File: config.mk
export PLATFORM = sky130hd
export DESIGN_NAME = cstat_top
export DESIGN_NICKNAME = d
export VERILOG_FILES = /design/src/cstat_pkg.sv /design/src/cstat_top.sv /design/src/cstat_flag.sv
export VERILOG_INCLUDE_DIRS = /design/src
export SDC_FILE = /design/constraint.sdc
export NUM_CORES = 1
export LEC_CHECK = 0
export BUFFER_PORTS_ARGS = -buffer_cell sky130_fd_sc_hd__buf_2
export CORE_MARGIN = 3
export CORE_UTILIZATION = 30
export DETAILED_ROUTE_END_ITERATION = 12
export PLACE_DENSITY = 0.7
export SYNTH_ARGS = -nofsm -noshare
export SYNTH_HDL_FRONTEND = slang
export SYNTH_HIERARCHICAL = 1
export SYNTH_SLANG_ARGS = --single-unit
File: constraint.sdc
create_clock -name CLOCK_IN -period 0.8 [get_ports CLOCK_IN]
set_clock_uncertainty 0.05 [all_clocks]
set_input_delay 0.04 -clock CLOCK_IN [delete_from_list [all_inputs] [get_ports CLOCK_IN]]
set_output_delay 0.04 -clock CLOCK_IN [all_outputs]
set_load 0.01 [all_outputs]
File: src/cstat_defines.svh
// register offset, field positions and reset value of the common status register
// assumes inclusion by bare name from cstat_top
`ifndef CSTAT_DEFINES_SVH
`define CSTAT_DEFINES_SVH
`define CSTAT_ADDR_COMMON 8'h06
`define CSTAT_RESET_VALUE 8'h00
`define CSTAT_BIT_GPI_B 5
`define CSTAT_BIT_GPI_A 4
`define CSTAT_BIT_MASK 3
`define CSTAT_BIT_UV 2
`define CSTAT_BIT_OT 1
`endif

File: src/cstat_pkg.sv
// types shared by the common status register block
// assumes nothing of its surroundings
`default_nettype none
package cstat_pkg;
    typedef logic [7:0] cstat_byte_t;
endpackage : cstat_pkg
`default_nettype wire

File: src/cstat_top.sv
// common status register: gp inputs, interrupt mask, two sticky fault flags
// assumes a serial bus front end delivers decoded byte reads and writes on the clock
`timescale 1ns/1ps
`default_nettype none
`include "cstat_defines.svh"
module cstat_top
    import cstat_pkg::*;
(
    input wire logic CLOCK_IN,
    input wire logic RST_N_IN,
    input wire logic [7:0] ADDR_IN,
    input wire logic WR_IN,
    input wire logic RD_IN,
    input wire logic [7:0] WDATA_IN,
    input wire logic SLOT_A_GP_INPUT_IN,
    input wire logic SLOT_B_GP_INPUT_IN,
    input wire logic SUPPLY_LOCKOUT_FAULT_IN,
    input wire logic SLOT_A_POWER_REQ_IN,
    input wire logic SLOT_B_POWER_REQ_IN,
    input wire logic SLOT_A_MAIN_CTRL_IN,
    input wire logic SLOT_B_MAIN_CTRL_IN,
    input wire logic OVERTEMP_FAULT_IN,
    output logic [7:0] RDATA_OUT,
    output logic RVALID_OUT,
    output logic IRQ_N_OUT,
    output logic ALERT_ARB_EN_OUT
);
    logic rst_s1_q;
    logic rst_n_q;
    logic irq_mask_bit_q;
    logic undervoltage_flag;
    logic overtemp_flag;
    logic hit_wr;
    logic uv_set;
    logic any_power;
    // whole reset byte kept typed so the mask bit is picked, not truncated
    localparam cstat_byte_t reset_byte = `CSTAT_RESET_VALUE;

    always_ff @(posedge CLOCK_IN or negedge RST_N_IN) begin
        if (!RST_N_IN) begin
            rst_s1_q <= 1'b0;
            rst_n_q <= 1'b0;
        end else begin
            rst_s1_q <= 1'b1;
            rst_n_q <= rst_s1_q;
        end
    end

    assign hit_wr = WR_IN && (ADDR_IN == `CSTAT_ADDR_COMMON);
    // lockout only counts while a slot wants main power
    assign any_power = SLOT_A_POWER_REQ_IN || SLOT_B_POWER_REQ_IN
        || SLOT_A_MAIN_CTRL_IN || SLOT_B_MAIN_CTRL_IN;
    assign uv_set = SUPPLY_LOCKOUT_FAULT_IN && any_power;

    always_ff @(posedge CLOCK_IN or negedge rst_n_q) begin
        if (!rst_n_q) begin
            irq_mask_bit_q <= reset_byte[`CSTAT_BIT_MASK];
        end else if (hit_wr) begin
            irq_mask_bit_q <= WDATA_IN[`CSTAT_BIT_MASK];
        end
    end

    cstat_flag u_uv (
        .clk_in(CLOCK_IN),
        .rst_n_in(rst_n_q),
        .set_in(uv_set),
        .clear_in(hit_wr && WDATA_IN[`CSTAT_BIT_UV]),
        .flag_out(undervoltage_flag)
    );

    cstat_flag u_ot (
        .clk_in(CLOCK_IN),
        .rst_n_in(rst_n_q),
        .set_in(OVERTEMP_FAULT_IN),
        .clear_in(hit_wr && WDATA_IN[`CSTAT_BIT_OT]),
        .flag_out(overtemp_flag)
    );

    // read data registered; unmapped offsets read zero
    always_ff @(posedge CLOCK_IN or negedge rst_n_q) begin
        if (!rst_n_q) begin
            RDATA_OUT <= 8'h00;
            RVALID_OUT <= 1'b0;
        end else begin
            RVALID_OUT <= RD_IN;
            RDATA_OUT <= 8'h00;
            if (RD_IN && ADDR_IN == `CSTAT_ADDR_COMMON) begin
                RDATA_OUT[`CSTAT_BIT_GPI_B] <= SLOT_B_GP_INPUT_IN;
                RDATA_OUT[`CSTAT_BIT_GPI_A] <= SLOT_A_GP_INPUT_IN;
                RDATA_OUT[`CSTAT_BIT_MASK] <= irq_mask_bit_q;
                RDATA_OUT[`CSTAT_BIT_UV] <= undervoltage_flag;
                RDATA_OUT[`CSTAT_BIT_OT] <= overtemp_flag;
            end
        end
    end

    // one cycle behind the flags, so a clear releases on the next edge
    always_ff @(posedge CLOCK_IN or negedge rst_n_q) begin
        if (!rst_n_q) begin
            IRQ_N_OUT <= 1'b1;
            ALERT_ARB_EN_OUT <= 1'b0;
        end else begin
            IRQ_N_OUT <= !((undervoltage_flag || overtemp_flag) && !irq_mask_bit_q);
            ALERT_ARB_EN_OUT <= !irq_mask_bit_q && (undervoltage_flag || overtemp_flag);
        end
    end

    property p_mask_blocks_irq;
        @(posedge CLOCK_IN) disable iff (!rst_n_q)
        irq_mask_bit_q |=> IRQ_N_OUT;
    endproperty
    a_mask_blocks_irq: assert property (p_mask_blocks_irq) else $error("irq with mask set");

    property p_mask_no_arb;
        @(posedge CLOCK_IN) disable iff (!rst_n_q)
        irq_mask_bit_q |=> !ALERT_ARB_EN_OUT;
    endproperty
    a_mask_no_arb: assert property (p_mask_no_arb) else $error("arbitration while masked");

    property p_uv_sets;
        @(posedge CLOCK_IN) disable iff (!rst_n_q)
        uv_set |=> undervoltage_flag;
    endproperty
    a_uv_sets: assert property (p_uv_sets) else $error("uv flag not set");

    property p_uv_needs_power;
        @(posedge CLOCK_IN) disable iff (!rst_n_q)
        (!undervoltage_flag && !(SUPPLY_LOCKOUT_FAULT_IN && any_power)) |=> !undervoltage_flag;
    endproperty
    a_uv_needs_power: assert property (p_uv_needs_power) else $error("uv set without cause");

    property p_ot_sets;
        @(posedge CLOCK_IN) disable iff (!rst_n_q)
        OVERTEMP_FAULT_IN |=> overtemp_flag ##1 (overtemp_flag || $past(hit_wr));
    endproperty
    a_ot_sets: assert property (p_ot_sets) else $error("ot flag not set");

    property p_flag_sticky;
        @(posedge CLOCK_IN) disable iff (!rst_n_q)
        (overtemp_flag && !(hit_wr && WDATA_IN[`CSTAT_BIT_OT])) |=> overtemp_flag;
    endproperty
    a_flag_sticky: assert property (p_flag_sticky) else $error("ot flag dropped");

    property p_clear;
        @(posedge CLOCK_IN) disable iff (!rst_n_q)
        (hit_wr && WDATA_IN[`CSTAT_BIT_UV] && !uv_set) |=> !undervoltage_flag;
    endproperty
    a_clear: assert property (p_clear) else $error("uv flag not cleared");

    property p_irq_follows;
        @(posedge CLOCK_IN) disable iff (!rst_n_q)
        ((undervoltage_flag || overtemp_flag) && !irq_mask_bit_q) |=> !IRQ_N_OUT;
    endproperty
    a_irq_follows: assert property (p_irq_follows) else $error("irq not asserted");

    property p_irq_release;
        @(posedge CLOCK_IN) disable iff (!rst_n_q)
        !((undervoltage_flag || overtemp_flag) && !irq_mask_bit_q) |=> IRQ_N_OUT;
    endproperty
    a_irq_release: assert property (p_irq_release) else $error("irq stuck");

    property p_arb_follows;
        @(posedge CLOCK_IN) disable iff (!rst_n_q)
        ((undervoltage_flag || overtemp_flag) && !irq_mask_bit_q) |=> ALERT_ARB_EN_OUT;
    endproperty
    a_arb_follows: assert property (p_arb_follows) else $error("arb not offered");

    property p_ot_needs_fault;
        @(posedge CLOCK_IN) disable iff (!rst_n_q)
        (!overtemp_flag && !OVERTEMP_FAULT_IN) |=> !overtemp_flag;
    endproperty
    a_ot_needs_fault: assert property (p_ot_needs_fault) else $error("ot without cause");

    property p_uv_sticky;
        @(posedge CLOCK_IN) disable iff (!rst_n_q)
        (undervoltage_flag && !(hit_wr && WDATA_IN[`CSTAT_BIT_UV])) |=> undervoltage_flag;
    endproperty
    a_uv_sticky: assert property (p_uv_sticky) else $error("uv flag dropped");

    property p_ot_clear;
        @(posedge CLOCK_IN) disable iff (!rst_n_q)
        (hit_wr && WDATA_IN[`CSTAT_BIT_OT] && !OVERTEMP_FAULT_IN) |=> !overtemp_flag;
    endproperty
    a_ot_clear: assert property (p_ot_clear) else $error("ot flag not cleared");

    property p_gp_live;
        @(posedge CLOCK_IN) disable iff (!rst_n_q)
        (RD_IN && ADDR_IN == `CSTAT_ADDR_COMMON) |=>
            (RDATA_OUT[`CSTAT_BIT_GPI_B] == $past(SLOT_B_GP_INPUT_IN))
            && (RDATA_OUT[`CSTAT_BIT_GPI_A] == $past(SLOT_A_GP_INPUT_IN));
    endproperty
    a_gp_live: assert property (p_gp_live) else $error("gp bit not live");

    // reserved and undefined bits read zero so hosts can compare whole bytes
    property p_reserved_zero;
        @(posedge CLOCK_IN) disable iff (!rst_n_q)
        RVALID_OUT |-> (RDATA_OUT[7:6] == 2'h0) && !RDATA_OUT[0];
    endproperty
    a_reserved_zero: assert property (p_reserved_zero) else $error("reserved bit set");

    property p_unmapped_zero;
        @(posedge CLOCK_IN) disable iff (!rst_n_q)
        !(RD_IN && ADDR_IN == `CSTAT_ADDR_COMMON) |=> (RDATA_OUT == 8'h00);
    endproperty
    a_unmapped_zero: assert property (p_unmapped_zero) else $error("stray read data");

    // fixed one-cycle answer; the host never waits on a handshake
    property p_rvalid_follows;
        @(posedge CLOCK_IN) disable iff (!rst_n_q)
        RD_IN |=> RVALID_OUT;
    endproperty
    a_rvalid_follows: assert property (p_rvalid_follows) else $error("read not answered");

    c_uv_irq: cover property (@(posedge CLOCK_IN) uv_set ##2 !IRQ_N_OUT);
    c_ot_clear: cover property (@(posedge CLOCK_IN) overtemp_flag ##1 hit_wr ##1 !overtemp_flag);
    c_masked: cover property (@(posedge CLOCK_IN) irq_mask_bit_q && overtemp_flag);
    c_uv_clear: cover property (@(posedge CLOCK_IN)
        undervoltage_flag ##1 hit_wr ##1 !undervoltage_flag);
    c_unmask_irq: cover property (@(posedge CLOCK_IN)
        (irq_mask_bit_q && overtemp_flag) ##1 !irq_mask_bit_q ##1 !IRQ_N_OUT);
endmodule : cstat_top
`default_nettype wire

File: src/cstat_flag.sv
// one sticky fault flag with write-one-to-clear
// assumes synchronous event and write strobe inputs
`timescale 1ns/1ps
`default_nettype none
module cstat_flag (
    input wire logic clk_in,
    input wire logic rst_n_in,
    input wire logic set_in,
    input wire logic clear_in,
    output logic flag_out
);
    always_ff @(posedge clk_in or negedge rst_n_in) begin
        if (!rst_n_in) begin
            flag_out <= 1'b0;
        end else if (set_in) begin
            flag_out <= 1'b1; // set beats clear
        end else if (clear_in) begin
            flag_out <= 1'b0;
        end
    end
endmodule : cstat_flag
`default_nettype wire

* Yosys cells after proc, flatten, opt, wreduce, memory -nomap -nowiden *
Index checks and enable logic that the tools add are counted.

word-level totals
  register bits after elaboration = 13
  input bits = 28
  logic and storage cells = 29
  output and inout port bits = 11

cells by class
  eq/ne operators = 1
  reduce and logical (&&, ||, !) cells = 14
  multiplexer cells = 5

operators with widths
  kind                number
  $eq 8x3->1 const B  1
  $logic_and 1x1->1   6
  $mux 5              1
  $logic_or 1x1->1    4
  $mux 1              4
  $reduce_bool 2->1   2
  $logic_not 1->1     2

* Depth between registers and ports, before layout *
  word-level depth = 5
  mapped depth = 5
  gate-level depth less buffers = 5

* Hierarchy *
The synthesis kept the hierarchy.

by module, submodules not included
  module      area each (sq um)  instances  sequential area each (sq um)  cells each
  cstat_top   442.9              1          276.5                         38
  cstat_flag  36.3               2          25.0                          3

* Worst setup path before layout *
Ideal clock, no wire load.

  path kind = input to register
  from = input port ADDR_IN[5]
  to = register irq_mask_bit_q
  library setup time = 0.125 ns
  stages = 3
  arrival = 0.739 ns
  path buffers = 0
  slack = -0.114 ns
  data required time = 0.625 ns
  cells stage by stage = nor4_4 > nand3_2 > mux2_4

between the ends
  word-level cells in the longest chain between the ends = 2

ends and longest elaborated chain
  element                      RTL line         RTL
  start, declared              cstat_top.sv:11  input wire logic [7:0] ADDR_IN,
  $eq 8x3->1 (no source line)  --
  $logic_and 1x1->1            cstat_top.sv:49  assign hit_wr = WR_IN && (ADDR_IN == `CSTAT_ADDR_COMMON);
  end signal, assigned         cstat_top.sv:57  irq_mask_bit_q <= reset_byte[`CSTAT_BIT_MASK];
  end signal, assigned         cstat_top.sv:59  irq_mask_bit_q <= WDATA_IN[`CSTAT_BIT_MASK];
  end, declared                cstat_top.sv:30  logic irq_mask_bit_q;

Every way passes these cells.
A chain may end at the register's enable or synchronous reset.

* Worst setup path after layout *
  from = register IRQ_N_OUT
  to = output port IRQ_N_OUT

RTL lines
  element                 RTL line          RTL
  start, declared         cstat_top.sv:25   output logic IRQ_N_OUT,
  start signal, assigned  cstat_top.sv:103  IRQ_N_OUT <= !((undervoltage_flag || overtemp_flag) && !irq_mask_bit_q);

No word-level cell between the ends.

==> results.md <==
- Among all stages on the critical path, the largest delay is contributed by sky130_fd_sc_hd__dfstp_2.
- On the final layout, the worst hold slack is -43.03 ps.
- Across every metal layer, demand over resource in global routing totals 0.09682.
- Internal power comes to 948.8 µW.
- For this run, the detailed router's first-pass iteration total came to 1.
- The remaining global-route overflow is 0.
- The repair_antennas step left the layout with diodes totalling 0.
- The worst-skew pair later-pin latency is 270 ps.
- The global-route wire length before repair is approximately 1.5 mm.
- In this run the horizontal extent of the chip is around 47 µm.
- The clock group share of total power is 0.319.
- STA classifies the critical path startpoint as a flip-flop.
- The number of clock buffers added by TritonCTS is 3.
- In this run the critical register-to-register path is captured at irq_mask_bit_q$_DFFE_PN0P_.
- The sequential fraction of the synthesis area is 0.6335.
- For this run, the number of Yosys warnings is 6.
- The worst-case IR drop observed on VDD is 525.0 µV.
- Using the TritonRoute via totals, the vias-per-cell ratio works out to around 4.2.
- The area of the core region is 1559 µm².
- The endpoint kind of the worst setup timing path is an output port.
- The flow ran to the end, but the final reports show violations.
- The post-CTS clock slew at the launch and capture registers of the worst setup and hold paths is 70 ps.
- Entering global routing, the biggest net connects 12 pins.
- The cell family contributing the most delay on the critical path is flip-flops.
- No sink is reached through more buffers than the 2 on the longest clock path.
- The required time reported for the critical path endpoint is 710 ps.
- The checks that failed: hold timing, setup timing.
- Of all nets on the critical path, the largest fanout is 1.
- The total count of max-transition violations in the final report is 0.
- The average routed wire per standard cell is 9.859 µm.
- The global placer's final weighted congestion is 0.6669.
- The buffer and inverter count on the worst path is 1.
- The number of H-tree branching levels is 1.
- The maximum clock frequency is roughly 1000 MHz.
- The launch point of the worst reg-to-reg path is irq_mask_bit_q$_DFFE_PN0P_.
- The initial utilization of the core area, before any placement, comes to 0.3307.
- The origin of the worst setup path is IRQ_N_OUT$_DFF_PN1_.
- The worst setup slack before clock tree synthesis is -284.6 ps.
- The number of unique standard cell types used by synthesis is 14.
- The number of cells on the worst reg-to-reg path is 1.
- The via count of the first global-routing pass is 384.
- The I/O pin count is 39.
- Of the total power, the share spent switching nets is 0.2121.
- The floorplan die height is 47.45 µm.
- Each instance of the synthesized netlist takes up on average 11.72 µm².
- Dividing the final minimum period by the clock period gives 1.222.
- The final layout contains routed wiring with a total length of about 980 µm.
- The cell total after placement is 90.
- The number of sinks on the clock net is 13.
- The floorplan has 14 rows.
- The static leakage is 0.4271 nW.
- The non-filler instance count after layout is 99.
- The critical path goes through buf_6.
- The net switching power figure is 255.4 µW.
- After synthesis the netlist holds a flip-flop and latch count of 13.
- The count of nets left with antenna violations once routing finished came out at 0.
- The number of vias in the routed layout is 412.
- For flop-to-flop paths, the worst setup slack is 0 ps.
- The count of final hold-check violations was 1.
- Across the run, the number of max-cap violations was 0.
- The floorplan step defined a die boundary enclosing 2252 µm².
- The post-cts hold buffer count is 5.
- The quantity of I/O buffers inserted on ports is 30.
- The summed instance area of the synthesized netlist is around 520 µm².
- The number of antenna violations at the first check in global routing is 0.
- The worst hold path belongs to the class primary input to flip-flop.
- Synthesis produced a netlist whose cell count is 44.
- The biggest cell delay along the critical path is around 530 ps.
- The share of power burned in registers is 0.571.
- The DRC violation count after routing is 0.
- The area share of the largest cell type after synthesis is 0.5825.
- In this run the clock root is driven by a sky130_fd_sc_hd__clkbuf_4.
- The clock tree from TritonCTS is yes.
- The time the final worst path needs with I/O delays and setup is 977.8 ps.
- The share of total power dissipated in combinational logic is 0.110.
- The synthesized design spends more area on one cell type than any other, namely sky130_fd_sc_hd__dfrtp_1.
- The critical path arrival is 890 ps.
- Setup violations remaining at the end of the flow were counted as 9.
- The area added between synthesis and finish is 53.40%.
- After layout, the worst setup slack is -177.8 ps.
- The sum of net half-perimeters after detailed placement is a little under 800 µm.
- Dividing total power by cell area gives a power density of 1523 nW/µm².
- For this run, the share of the core covered by cells in the final layout is 0.5072.
- In this run, the number of DRC markers left after iteration 0 of detailed routing was 0.
- By area the synthesized netlist is led by sky130_fd_sc_hd__dfrtp_1, sky130_fd_sc_hd__inv_1, sky130_fd_sc_hd__dfstp_2, sky130_fd_sc_hd__nor2_1, sky130_fd_sc_hd__buf_4.
- The type of the worst setup path is flip-flop to output port.
- Setup repair after global routing could not meet its margin everywhere.
- Of the cells placed in the final design, the portion with a size suffix greater than 1 is 0.5060.
- In this run the number of cells on the critical path is 1.
- In this run the worst setup path terminates at IRQ_N_OUT.
- The final layout contains 112 nets.
-- registers in the layout, indices dropped and copies added, names as in the netlist --
name and cells:
u_uv/flag_out 1, RVALID_OUT 1, ALERT_ARB_EN_OUT 1, u_ot/flag_out 1, rst_n_q 1, IRQ_N_OUT 1
RDATA_OUT 5, irq_mask_bit_q 1, rst_s1_q 1
-- area by class of cell --
cell class              count  area [µm²]
fillers                   159       768.2
flip-flops and latches     13       326.6
repair buffers             36       232.7
multi-input cells          20       147.6
inverters                  10       37.54
clock buffers               4       26.28
well taps                  16       20.02
-- synthesized netlist by cell type, drive strengths merged --
library cell	instances
o41a	1
and4bb	1
nand3	2
inv	10
conb	2
dfstp	1
mux2	1
buf	3
o21ai	1
dfrtp	12
nor4	1
a21o	2
nor2	7
-- per-stage QoR --
stage,instance area [µm²],TNS (ps),total power [mW]
finish,790.8,-477.6,1.204
global route,790.8,-1045,1.276
CTS,764.5,-581.5,1.217
detailed placement,678.2,-2078,0.8026
global placement,678.2,-1712,0.8002
floorplan,523.0,-262.3,0.7398
-- placed cells by master, fill, tap and decap left out, drive strengths merged --
cell type	n
dfrtp	12
buf	31
dfstp	1
nor2	7
and4bb	1
conb	4
inv	10
nand3	2
nor4	1
a21o	2
mux2	1
o21ai	1
dlygate4sd3	5
o41a	1
clkbuf	4
-- power groups by stage --
| stage | combinational [mW] | clock, mW | sequential, mW |
|---|---|---|---|
| after global routing | 0.147 | 0.438 | 0.691 |
| after CTS | 0.125 | 0.403 | 0.688 |
| after global placement | 0.101 | 0 | 0.700 |
| after floorplan | 0.0377 | 0 | 0.702 |
| final | 0.132 | 0.385 | 0.687 |
| after detailed placement | 0.102 | 0 | 0.700 |
-- what timing repair did --
action / in CTS / in global routing
setup buffers: 0 / 0
hold endpoints to repair: 7 / 1
endpoints found under the setup margin: 11 / 17
pin swaps: 0 / 3
gates resized for setup: 3 / 5
-- cell families (layout without fill, tap and decap cells) --
logic type / after synthesis / count (layout) / share of synthesized area
compound gates: 4 / 4 / 0.06066
buf+inv: 13 / 50 / 0.1165
simple gates: 11 / 11 / 0.1456
flops: 13 / 13 / 0.6335
mux: 1 / 1 / 0.02912
other cells: 2 / 4 / 0.01457
-- worst min-delay path by stage --
stage                      startpoint                    endpoint  slack (ps)  depth (start not counted)
after CTS                 WDATA_IN[3]  irq_mask_bit_q$_DFFE_PN0P_         -50                          2
after global routing      WDATA_IN[3]  irq_mask_bit_q$_DFFE_PN0P_         -60                          2
after global placement       RST_N_IN           rst_n_q$_DFF_PN0_        -220                          1
final                     WDATA_IN[3]  irq_mask_bit_q$_DFFE_PN0P_         -40                          2
after detailed placement     RST_N_IN           rst_n_q$_DFF_PN0_        -220                          1
after floorplan              RST_N_IN           rst_n_q$_DFF_PN0_        -310                          0
-- layer usage --
layer	share of wire	global-route usage	vias up
met3	0.10	0.03383	0
met4	0	0.06630	0
met5	0	0	-
li1	-	-	205
met2	0.52	0.1551	23
met1	0.38	0.1070	184
Power figures use the tool's default switching activity.
